[config.mk]
export PLATFORM = sky130hd
export DESIGN_NAME = nvbsac_ctrl
export DESIGN_NICKNAME = d
export VERILOG_FILES = /design/src/nvbsac_pkg.sv /design/src/nvbsac_ctrl.sv /design/src/nvbsac_timer.sv
export VERILOG_INCLUDE_DIRS = /design/src
export SDC_FILE = /design/constraint.sdc
export NUM_CORES = 1
export LEC_CHECK = 0
export BUFFER_PORTS_ARGS = -buffer_cell sky130_fd_sc_hd__buf_2
export CAP_MARGIN = 10
export CORE_ASPECT_RATIO = 0.75
export CORE_MARGIN = 5
export CORE_UTILIZATION = 48
export CTS_CLUSTER_DIAMETER = 50
export DETAILED_ROUTE_END_ITERATION = 16
export GPL_TIMING_DRIVEN = 0
export PLACE_DENSITY = 0.76
export SKIP_LAST_GASP = 1
export SYNTH_ARGS = -nofsm -noshare
export SYNTH_HDL_FRONTEND = slang
export SYNTH_HIERARCHICAL = 1
export SYNTH_SLANG_ARGS = --single-unit
[constraint.sdc]
create_clock -name sys_clk_i -period 2 [get_ports sys_clk_i]
set_input_delay 0.4 -clock sys_clk_i [delete_from_list [all_inputs] [get_ports sys_clk_i]]
set_output_delay 0.4 -clock sys_clk_i [all_outputs]
set_load 0.03 [all_outputs]
[src/nvbsac_regs.svh]
// register offsets, field positions and timing constants of the byte store
`ifndef NVBSAC_REGS_SVH
`define NVBSAC_REGS_SVH
`define NVB_OFS_ADDR_LOW  2'h0
`define NVB_OFS_ADDR_HIGH 2'h1
`define NVB_OFS_DATA      2'h2
`define NVB_OFS_CONTROL   2'h3
`define NVB_BIT_READ      0
`define NVB_BIT_STROBE    1
`define NVB_BIT_MASTER    2
`define NVB_BIT_RDY_IE    3
`define NVB_BIT_MODE_LO   4
`define NVB_BIT_MODE_HI   5
`define NVB_MODE_ATOMIC   2'h0
`define NVB_MODE_ERASE    2'h1
`define NVB_MODE_WRITE    2'h2
`define NVB_MODE_RESET    2'h0
`define NVB_ARM_CYCLES    3'h4
`define NVB_WR_STALL      3'h2
`define NVB_RD_STALL      3'h4
`define NVB_OSC_CYCLES    26368
`define NVB_TIME_ATOMIC_US 3400
`define NVB_TIME_HALF_US   1800
`define NVB_ADDR_HI_MASK  8'h0F
`define NVB_CTRL_MASK     8'h3F
`define NVB_ZERO8         8'h00
`endif

[src/nvbsac_pkg.sv]
// types shared by the byte store access controller
package nvbsac_pkg;
  typedef enum logic [1:0] {NVB_IDLE, NVB_PROG} nvbsac_phase_t;
  typedef struct packed {
    logic       wr;
    logic       rd;
    logic [1:0] addr;
    logic [7:0] wdata;
  } nvbsac_bus_t;
  typedef struct packed {
    logic        req;
    logic [1:0]  mode;
    logic [11:0] addr;
    logic [7:0]  data;
  } nvbsac_prog_t;
endpackage : nvbsac_pkg

[src/nvbsac_ctrl.sv]
// byte store access controller: address, data and control registers
`timescale 1ns/1ps
`include "nvbsac_regs.svh"
module nvbsac_ctrl
  import nvbsac_pkg::*;
#(
  parameter int unsigned ADDR_W = 12,
  parameter int unsigned CNT_W  = 16,
  parameter int unsigned FULL_TICK = `NVB_OSC_CYCLES
)(
  input  wire logic        sys_clk_i,
  input  wire logic        rst_n_i,
  input  wire nvbsac_bus_t bus_i,
  output logic [7:0]       rdata_o,
  input  wire logic        global_irq_en_i,
  input  wire logic        flash_selfprog_busy_i,
  input  wire logic        osc_tick_i,
  output logic             cpu_stall_o,
  output logic             ready_irq_o,
  output logic             mem_rd_o,
  output logic [11:0]      mem_addr_o,
  input  wire logic [7:0]  mem_rdata_i,
  output nvbsac_prog_t     prog_o,
  input  wire logic        prog_busy_i
);
  typedef struct packed {
    logic [ADDR_W-1:0] addr;
    logic [7:0]        data;
    logic              rdy_ie;
    logic              master;
    logic              strobe;
    logic [2:0]        arm_cnt;
    logic [2:0]        stall_cnt;
    logic              rd_pend;
    nvbsac_phase_t     phase;
    logic              start;
  } nvbsac_state_t;
  nvbsac_state_t st, next_st;

  logic tmr_busy;
  logic tmr_done;
  logic wr_ctrl;
  logic wr_strobe;
  logic wr_master;
  logic wr_read;
  logic busy;
  logic [1:0] mode_q;
  logic [1:0] next_mode;

  // duration timer runs from oscillator ticks
  nvbsac_timer #(
    .CNT_W     (CNT_W),
    .FULL_TICK (FULL_TICK)
  ) u_timer (
    .sys_clk_i  (sys_clk_i),
    .rst_n_i    (rst_n_i),
    .start_i    (st.start),
    .mode_i     (mode_q),
    .osc_tick_i (osc_tick_i),
    .busy_o     (tmr_busy),
    .done_o     (tmr_done)
  );

  // decoded control write bits
  assign wr_ctrl   = bus_i.wr && (bus_i.addr == `NVB_OFS_CONTROL);
  assign wr_strobe = wr_ctrl && bus_i.wdata[`NVB_BIT_STROBE];
  assign wr_master = wr_ctrl && bus_i.wdata[`NVB_BIT_MASTER];
  assign wr_read   = wr_ctrl && bus_i.wdata[`NVB_BIT_READ];
  assign busy      = (st.phase == NVB_PROG) || prog_busy_i;

  // register and sequencing logic
  always_comb
  begin
    next_st       = st;
    next_st.start = 1'b0;
    next_st.rd_pend = 1'b0;
    next_mode       = mode_q;
    if (st.stall_cnt != 3'h0)
      next_st.stall_cnt = st.stall_cnt - 3'h1;
    // arming window count-down
    if (st.arm_cnt != 3'h0)
    begin
      next_st.arm_cnt = st.arm_cnt - 3'h1;
      if (st.arm_cnt == 3'h1)
        next_st.master = 1'b0;
    end
    if (bus_i.wr)
    begin
      unique case (bus_i.addr)
        `NVB_OFS_ADDR_LOW:
          if (!busy)
            next_st.addr[7:0] = bus_i.wdata;
        `NVB_OFS_ADDR_HIGH:
          if (!busy)
            next_st.addr[ADDR_W-1:8] = bus_i.wdata[ADDR_W-9:0];
        `NVB_OFS_DATA:
          next_st.data = bus_i.wdata;
        `NVB_OFS_CONTROL:
        begin
          next_st.rdy_ie = bus_i.wdata[`NVB_BIT_RDY_IE];
          if (!st.strobe)
            next_mode = bus_i.wdata[`NVB_BIT_MODE_HI:`NVB_BIT_MODE_LO];
          if (wr_master && !wr_strobe)
          begin
            next_st.master  = 1'b1;
            next_st.arm_cnt = `NVB_ARM_CYCLES;
          end
          // strobe only inside window and with flash idle
          if (wr_strobe && st.master && !st.strobe &&
              !flash_selfprog_busy_i)
          begin
            next_st.strobe    = 1'b1;
            next_st.start     = 1'b1;
            next_st.master    = 1'b0;
            next_st.arm_cnt   = 3'h0;
            next_st.stall_cnt = `NVB_WR_STALL;
          end
          if (wr_read && !busy)
          begin
            next_st.rd_pend   = 1'b1;
            next_st.stall_cnt = `NVB_RD_STALL;
          end
        end
      endcase
    end
    // fetched byte lands in data register
    if (st.rd_pend)
      next_st.data = mem_rdata_i;
    if (tmr_done)
      next_st.strobe = 1'b0;
  end

  // state register; mode survives reset while the array is busy
  always_ff @(posedge sys_clk_i or negedge rst_n_i)
  begin
    if (!rst_n_i)
    begin
      st.addr      <= '0;
      st.data      <= `NVB_ZERO8;
      st.rdy_ie    <= 1'b0;
      st.master    <= 1'b0;
      st.strobe    <= 1'b0;
      st.arm_cnt   <= 3'h0;
      st.stall_cnt <= 3'h0;
      st.rd_pend   <= 1'b0;
      st.phase     <= NVB_IDLE;
      st.start     <= 1'b0;
    end
    else
    begin
      st       <= next_st;
      st.phase <= next_st.strobe ? NVB_PROG : NVB_IDLE;
    end
  end

  // mode register cleared at reset only when no program runs; the timer
  // is reset with everything else, so the array busy level keeps the mode
  always_ff @(posedge sys_clk_i)
  begin
    if (!rst_n_i)
    begin
      if (!(tmr_busy || prog_busy_i))
        mode_q <= `NVB_MODE_RESET;
    end
    else
      mode_q <= next_mode;
  end

  // register read mux
  always_comb
  begin
    rdata_o = `NVB_ZERO8;
    unique case (bus_i.addr)
      `NVB_OFS_ADDR_LOW:  rdata_o = st.addr[7:0];
      `NVB_OFS_ADDR_HIGH: rdata_o = {4'h0, st.addr[ADDR_W-1:8]}
                                    & `NVB_ADDR_HI_MASK;
      `NVB_OFS_DATA:      rdata_o = st.data;
      `NVB_OFS_CONTROL:   rdata_o = {2'h0, mode_q, st.rdy_ie, st.master,
                                     st.strobe, 1'b0}
                                    & `NVB_CTRL_MASK;
    endcase
  end

  assign cpu_stall_o  = (st.stall_cnt != 3'h0);
  assign ready_irq_o  = st.rdy_ie && global_irq_en_i && !st.strobe;
  assign mem_rd_o     = st.rd_pend;
  assign mem_addr_o   = st.addr;
  assign prog_o.req   = st.start;
  assign prog_o.mode  = mode_q;
  assign prog_o.addr  = st.addr;
  assign prog_o.data  = st.data;

  // arming window: opens on the arming write, shuts four cycles later
  a_arm_open: assert property (
    @(posedge sys_clk_i) disable iff (!rst_n_i)
    (wr_master && !wr_strobe) |=> st.master)
    else $error("master enable not set");
  a_master_window: assert property (
    @(posedge sys_clk_i) disable iff (!rst_n_i)
    (wr_master && !wr_strobe && !st.strobe) ##1 !wr_ctrl [*4]
      |=> !st.master)
    else $error("master enable not cleared");
  a_window_start: assert property (
    @(posedge sys_clk_i) disable iff (!rst_n_i)
    (wr_strobe && st.master && !st.strobe && !flash_selfprog_busy_i)
      |=> st.start)
    else $error("armed strobe did not start");
  a_start_needs_arm: assert property (
    @(posedge sys_clk_i) disable iff (!rst_n_i)
    st.start |-> $past(st.master))
    else $error("start without armed window");
  a_no_arm_start: assert property (
    @(posedge sys_clk_i) disable iff (!rst_n_i)
    (wr_strobe && !st.master) |=> !st.start)
    else $error("strobe started without master");
  a_flash_block: assert property (
    @(posedge sys_clk_i) disable iff (!rst_n_i)
    (wr_strobe && flash_selfprog_busy_i) |=> !st.start)
    else $error("start during flash programming");

  // programming run: timer start, hardware clear, stall and held fields
  a_timer_start: assert property (
    @(posedge sys_clk_i) disable iff (!rst_n_i)
    st.start |=> tmr_busy)
    else $error("duration timer not started");
  a_done_clears: assert property (
    @(posedge sys_clk_i) disable iff (!rst_n_i)
    tmr_done |=> !st.strobe)
    else $error("strobe not cleared");
  a_write_stall: assert property (
    @(posedge sys_clk_i) disable iff (!rst_n_i)
    $rose(st.strobe) |-> cpu_stall_o ##1 cpu_stall_o ##1 !cpu_stall_o)
    else $error("write stall not two cycles");
  a_mode_hold: assert property (
    @(posedge sys_clk_i) disable iff (!rst_n_i)
    st.strobe |=> $stable(mode_q))
    else $error("mode changed");
  a_addr_hold: assert property (
    @(posedge sys_clk_i) disable iff (!rst_n_i)
    busy |=> $stable(st.addr))
    else $error("address changed while busy");
  a_irq_level: assert property (
    @(posedge sys_clk_i) disable iff (!rst_n_i)
    ready_irq_o |-> (!st.strobe && st.rdy_ie))
    else $error("irq while programming");

  // single-instruction read: launch, refusal, stall and capture
  a_read_start: assert property (
    @(posedge sys_clk_i) disable iff (!rst_n_i)
    (wr_read && !busy) |=> (st.rd_pend && cpu_stall_o))
    else $error("read not launched");
  a_read_refused: assert property (
    @(posedge sys_clk_i) disable iff (!rst_n_i)
    (wr_read && busy) |=> !st.rd_pend)
    else $error("read launched while busy");
  a_read_stall: assert property (
    @(posedge sys_clk_i) disable iff (!rst_n_i)
    st.rd_pend |-> cpu_stall_o [*4] ##1 !cpu_stall_o)
    else $error("read stall not four cycles");
  a_read_data: assert property (
    @(posedge sys_clk_i) disable iff (!rst_n_i)
    st.rd_pend |=> st.data == $past(mem_rdata_i))
    else $error("read data not captured");

  // register writes and reserved read-back bits
  a_addr_write: assert property (
    @(posedge sys_clk_i) disable iff (!rst_n_i)
    (bus_i.wr && (bus_i.addr == `NVB_OFS_ADDR_LOW) && !busy)
      |=> (st.addr[7:0] == $past(bus_i.wdata)))
    else $error("address low not written");
  a_data_write: assert property (
    @(posedge sys_clk_i) disable iff (!rst_n_i)
    (bus_i.wr && (bus_i.addr == `NVB_OFS_DATA) && !st.rd_pend)
      |=> (st.data == $past(bus_i.wdata)))
    else $error("data register not written");
  a_addr_high_zero: assert property (
    @(posedge sys_clk_i) disable iff (!rst_n_i)
    (bus_i.addr == `NVB_OFS_ADDR_HIGH)
      |-> ((rdata_o & ~`NVB_ADDR_HI_MASK) == `NVB_ZERO8))
    else $error("address high upper bits not zero");
  a_ctrl_zero: assert property (
    @(posedge sys_clk_i) disable iff (!rst_n_i)
    (bus_i.addr == `NVB_OFS_CONTROL)
      |-> (((rdata_o & ~`NVB_CTRL_MASK) == `NVB_ZERO8) &&
           !rdata_o[`NVB_BIT_READ]))
    else $error("control reserved bits not zero");

  c_prog_start: cover property (@(posedge sys_clk_i) disable iff (!rst_n_i)
    st.start);
  c_prog_done: cover property (@(posedge sys_clk_i) disable iff (!rst_n_i)
    tmr_done);
  c_read: cover property (@(posedge sys_clk_i) disable iff (!rst_n_i)
    st.rd_pend);
  c_window_expire: cover property (@(posedge sys_clk_i) disable iff (!rst_n_i)
    $fell(st.master) && !st.start);
  c_read_refused: cover property (@(posedge sys_clk_i) disable iff (!rst_n_i)
    wr_read && busy);
endmodule : nvbsac_ctrl

[src/nvbsac_timer.sv]
// programming duration timer counting oscillator tick enables
`timescale 1ns/1ps
`include "nvbsac_regs.svh"
module nvbsac_timer
  import nvbsac_pkg::*;
#(
  parameter int unsigned CNT_W     = 16,
  parameter int unsigned FULL_TICK = `NVB_OSC_CYCLES
)(
  input  wire logic       sys_clk_i,
  input  wire logic       rst_n_i,
  input  wire logic       start_i,
  input  wire logic [1:0] mode_i,
  input  wire logic       osc_tick_i,
  output logic            busy_o,
  output logic            done_o
);
  localparam logic [CNT_W-1:0] FULL = CNT_W'(FULL_TICK);
  // erase-only and write-only last 1.8/3.4 of an atomic cycle
  localparam logic [CNT_W-1:0] HALF =
    CNT_W'((FULL_TICK * `NVB_TIME_HALF_US) / `NVB_TIME_ATOMIC_US);
  typedef struct packed {
    logic [CNT_W-1:0] cnt;
    logic             busy;
    logic             done;
  } nvbsac_tmr_t;
  nvbsac_tmr_t st, next_st;

  // load on start, count down on each oscillator tick
  always_comb
  begin
    next_st      = st;
    next_st.done = 1'b0;
    if (start_i && !st.busy)
    begin
      next_st.busy = 1'b1;
      next_st.cnt  = (mode_i == `NVB_MODE_ATOMIC) ? FULL : HALF;
    end
    else if (st.busy && osc_tick_i)
    begin
      if (st.cnt <= CNT_W'(1))
      begin
        next_st.busy = 1'b0;
        next_st.done = 1'b1;
        next_st.cnt  = '0;
      end
      else
        next_st.cnt = st.cnt - CNT_W'(1);
    end
  end

  // state register
  always_ff @(posedge sys_clk_i or negedge rst_n_i)
  begin
    if (!rst_n_i)
      st <= '0;
    else
      st <= next_st;
  end

  assign busy_o = st.busy;
  assign done_o = st.done;
endmodule : nvbsac_timer
==> key figures <==
Route
  • Routed vias/inst: 5.359
  • Drc violations: 0
  • Via count: 2433
  • Post-route ant nets: 0
  • Total wire length: 6934 µm
  • Starting DRT DRC Count: 147
  • Drt wl/cell: 15.27 µm
  • Detailed Routing Iterations Pass 1: 4

GRT
  • Initial antenna violation count: 0
  • Total grt overflow: 0
  • GRT Total Usage: 17.97%
  • Pin count of the biggest net entering global routing: 54
  • Number of global-route vias before repair: 2321
  • Global-route wire length before repair: 11480 µm

Timing
  • Fmax: 516.9 MHz
  • Worst slew pin tran: 0.5349 ns
  • Min cycle time layout: 1.935 ns
  • Fin. max-slew vios: 0
  • Worst-case headroom to the max-slew limit: 64.34%
  • Clock skew: 0.01161 ns
  • RSZ-0062 raised after global routing: false
  • Part of the cycle the worst path needs: 96.73%
  • Final Setup Violations: 0
  • Final Hold Fails: 0
  • Fin Hold WS: 0.07837 ns

Worst setup path
  • CP Class: reg -> reg
  • Crit path required time: 2.19 ns
  • CP Max Fanout: 9
  • Slowest cell on crit path: dfrtp_1
  • CP arrival: 2.12 ns
  • CP peak stage delay: 0.44 ns
  • Startpoint types: flop
  • Critical Path End Type: flop
  • R2R depth: 6
  • CP cell instances: nor3_1 > and4b_1 > buf_4 > a21o_4 > o21ai_2 > a221o_1

Cells and area
  • Fill cells: 515
  • Design area: 0.003583 mm²
  • P&R area growth vs syn: 20.69%
  • Nets: 410
  • Non-Filler Instances: 454
  • Layout cells sized above 1: 40.16%
  • Final core occ: 60.58%
  • N_diodes: 0

Synth
  • Most frequent cells after synthesis: 49 x dfrtp_1, 35 x buf_4, 31 x a21oi_1
  • Yosys cell types: 52
  • Post-synth EDFFs: 2
  • Synth Flop Type: dfrtp_1
  • Synth Instances: 295
  • Yosys warns: 6
  • Post-synthesis sequential area ratio: 43.32%
  • Yosys top cell area share: 41.30%
  • Ys async rst share: 96.08%
  • Area leader, netlist: dfrtp_1
  • Post-Syn Area: 0.002969 mm²
  • Synth Net Count: 328
  • Mean Syn Cell Area: 10.06 µm²
  • Cells taking the most area after synthesis: dfrtp_1 41%, buf_4 8.8%, mux2_2 5.7%
  • Count leader, synth: dfrtp_1
  • FF+latch count, synth: 51

Floorplan
  • Die Y: 78.11 µm
  • Chip width: 100.8 µm
  • IO Pins: 72
  • Die Area: 0.007875 mm²
  • Rows: 24
  • Core area: 0.005916 mm²
  • Starting Density: 50.19%

Clocking
  • Number of buffers created by CTS: 5
  • Hold_buf cts: 0
  • Clock root buffer: clkbuf_8
  • # clock sinks: 51
  • CTS tree: built
  • Clk_lat worst skew: 0.30 ns
  • Htree depth: 2
  • Clk slew on worst S/H paths: 0.08 ns
  • Clk buf depth: 2

Pwr
  • Power Dens Cells: 1362 mW/mm²
  • Leak pwr: 1.691 nW
  • Worst VDD drop: 0.6856 mV

Placed design
  • RePlAce Congestion: 0.8466
  • Placed Cells: 441
  • DP Area: 0.003407 mm²
  • Port bufs: 68
  • Final HPWL DP: 5219 µm

Flow run
  • # Max-Cap Violations: 0

Run status
  • Status: completed

Hold path
  • Hold Path Class: in -> async
-- power by group --
group / total, mW / internal [mW] / switching, mW / leakage [nW]
combinational: 2.56 / 1.17 / 1.39 / 1.04
clock: 0.546 / 0.234 / 0.312 / 0.0371
sequential: 1.77 / 1.37 / 0.397 / 0.615
-- final timing paths --
check                                      startpoint                    endpoint  slack, ns
max reg2reg                u_timer/st[11]$_DFFE_PN0P_   u_timer/st[4]$_DFFE_PN0P_       0.07
min                                           rst_n_i  u_timer/st[16]$_DFFE_PN0P_       0.08
max in group asynchronous                     rst_n_i   mem_addr_o[6]$_DFFE_PN0P_       1.39
max                        u_timer/st[11]$_DFFE_PN0P_   u_timer/st[4]$_DFFE_PN0P_       0.07
min reg2reg                  u_timer/done_o$_DFF_PN0_      next_st[1]$_DFFE_PN0P_       0.51
min in group sys_clk_i          flash_selfprog_busy_i        prog_o[22]$_DFF_PN0_       0.33
-- final cells by class --
cell class	count	area, µm²	share of cell area, %
buffer	41	296.5	8.275
clock buffer	6	72.57	2.025
inverter	9	33.78	0.9427
multi-input combinational	194	1391	38.83
sequential	51	1286	35.89
tap	78	97.59	2.723
timing repair buffer	75	405.4	11.31
-- cells in the final DEF (no fill, tap or decap), types with 2 or more instances in the layout --
master	n
nor2b_1	9
nand4_1	2
clkbuf_1	3
mux4_2	3
o31ai_1	2
clkbuf_8	5
a22o_1	2
buf_2	71
o21ba_2	2
mux2_2	15
inv_1	9
mux2i_1	6
buf_4	41
or3_1	2
nand2b_1	6
dfrtp_1	49
nand3b_1	3
xnor2_1	4
a31oi_1	2
nor3_1	5
and2_1	3
nor2_1	20
nand3_1	7
ha_1	7
edfxtp_1	2
nor4_4	3
o21ai_0	14
nand2_1	22
a21oi_1	31
-- repair_timing --
item / 4_1_cts / 5_1_grt
gates resized for setup: 2 / 4
buffers inserted: 0 / 6
pin swaps: 0 / 2
endpoints found under the setup margin: 13 / 10
-- logic make-up (layout without fill, tap and decap cells) --
logic type	after synthesis	after routing	share of synthesized area [%]
and+or+nand+nor	96	96	18.50
AOI/OAI and AO/OA	62	62	12.64
DFF	51	51	43.32
buffers and inverters	50	131	11.12
muxes	24	24	9.987
adders and majority gates	7	7	2.950
xor gates and xnor gates	5	5	1.475
-- stage by stage --
stage                     worst slack, ns  total power [mW]  setup TNS, ns
after floorplan                   0.09445             3.594              0
after global placement            -0.1267             4.112        -0.4008
after detailed placement          -0.2750             4.200         -1.820
after CTS                         0.01406             4.767              0
after global routing             0.003303             5.207              0
final                             0.06540             4.882              0
-- state kept, by name, indices dropped and copies added (netlist names) --
signal and cells:
u_timer/st 16, mem_addr_o 12, prog_o 9, st 8
mode_q 2, mem_rd_o 1, next_st 1, u_timer/busy_o 1
u_timer/done_o 1
-- critical path, delay by kind of cell, from the launching register on --
kind | cells | cell delay [ns]
AOI/OAI and AO/OA | 3 | 0.53
buffers and inverters | 1 | 0.15
DFF | 1 | 0.44
and+or+nand+nor | 2 | 0.71
-- layer usage --
metal	track usage (%)	part of all wire, %	up-vias
li1	-	-	1177
met1	26.15	46	1164
met2	27.46	44	86
met3	3.189	8.1	6
met4	5.114	1.1	0
met5	0	0	-
(Power assumes the default switching activity.)
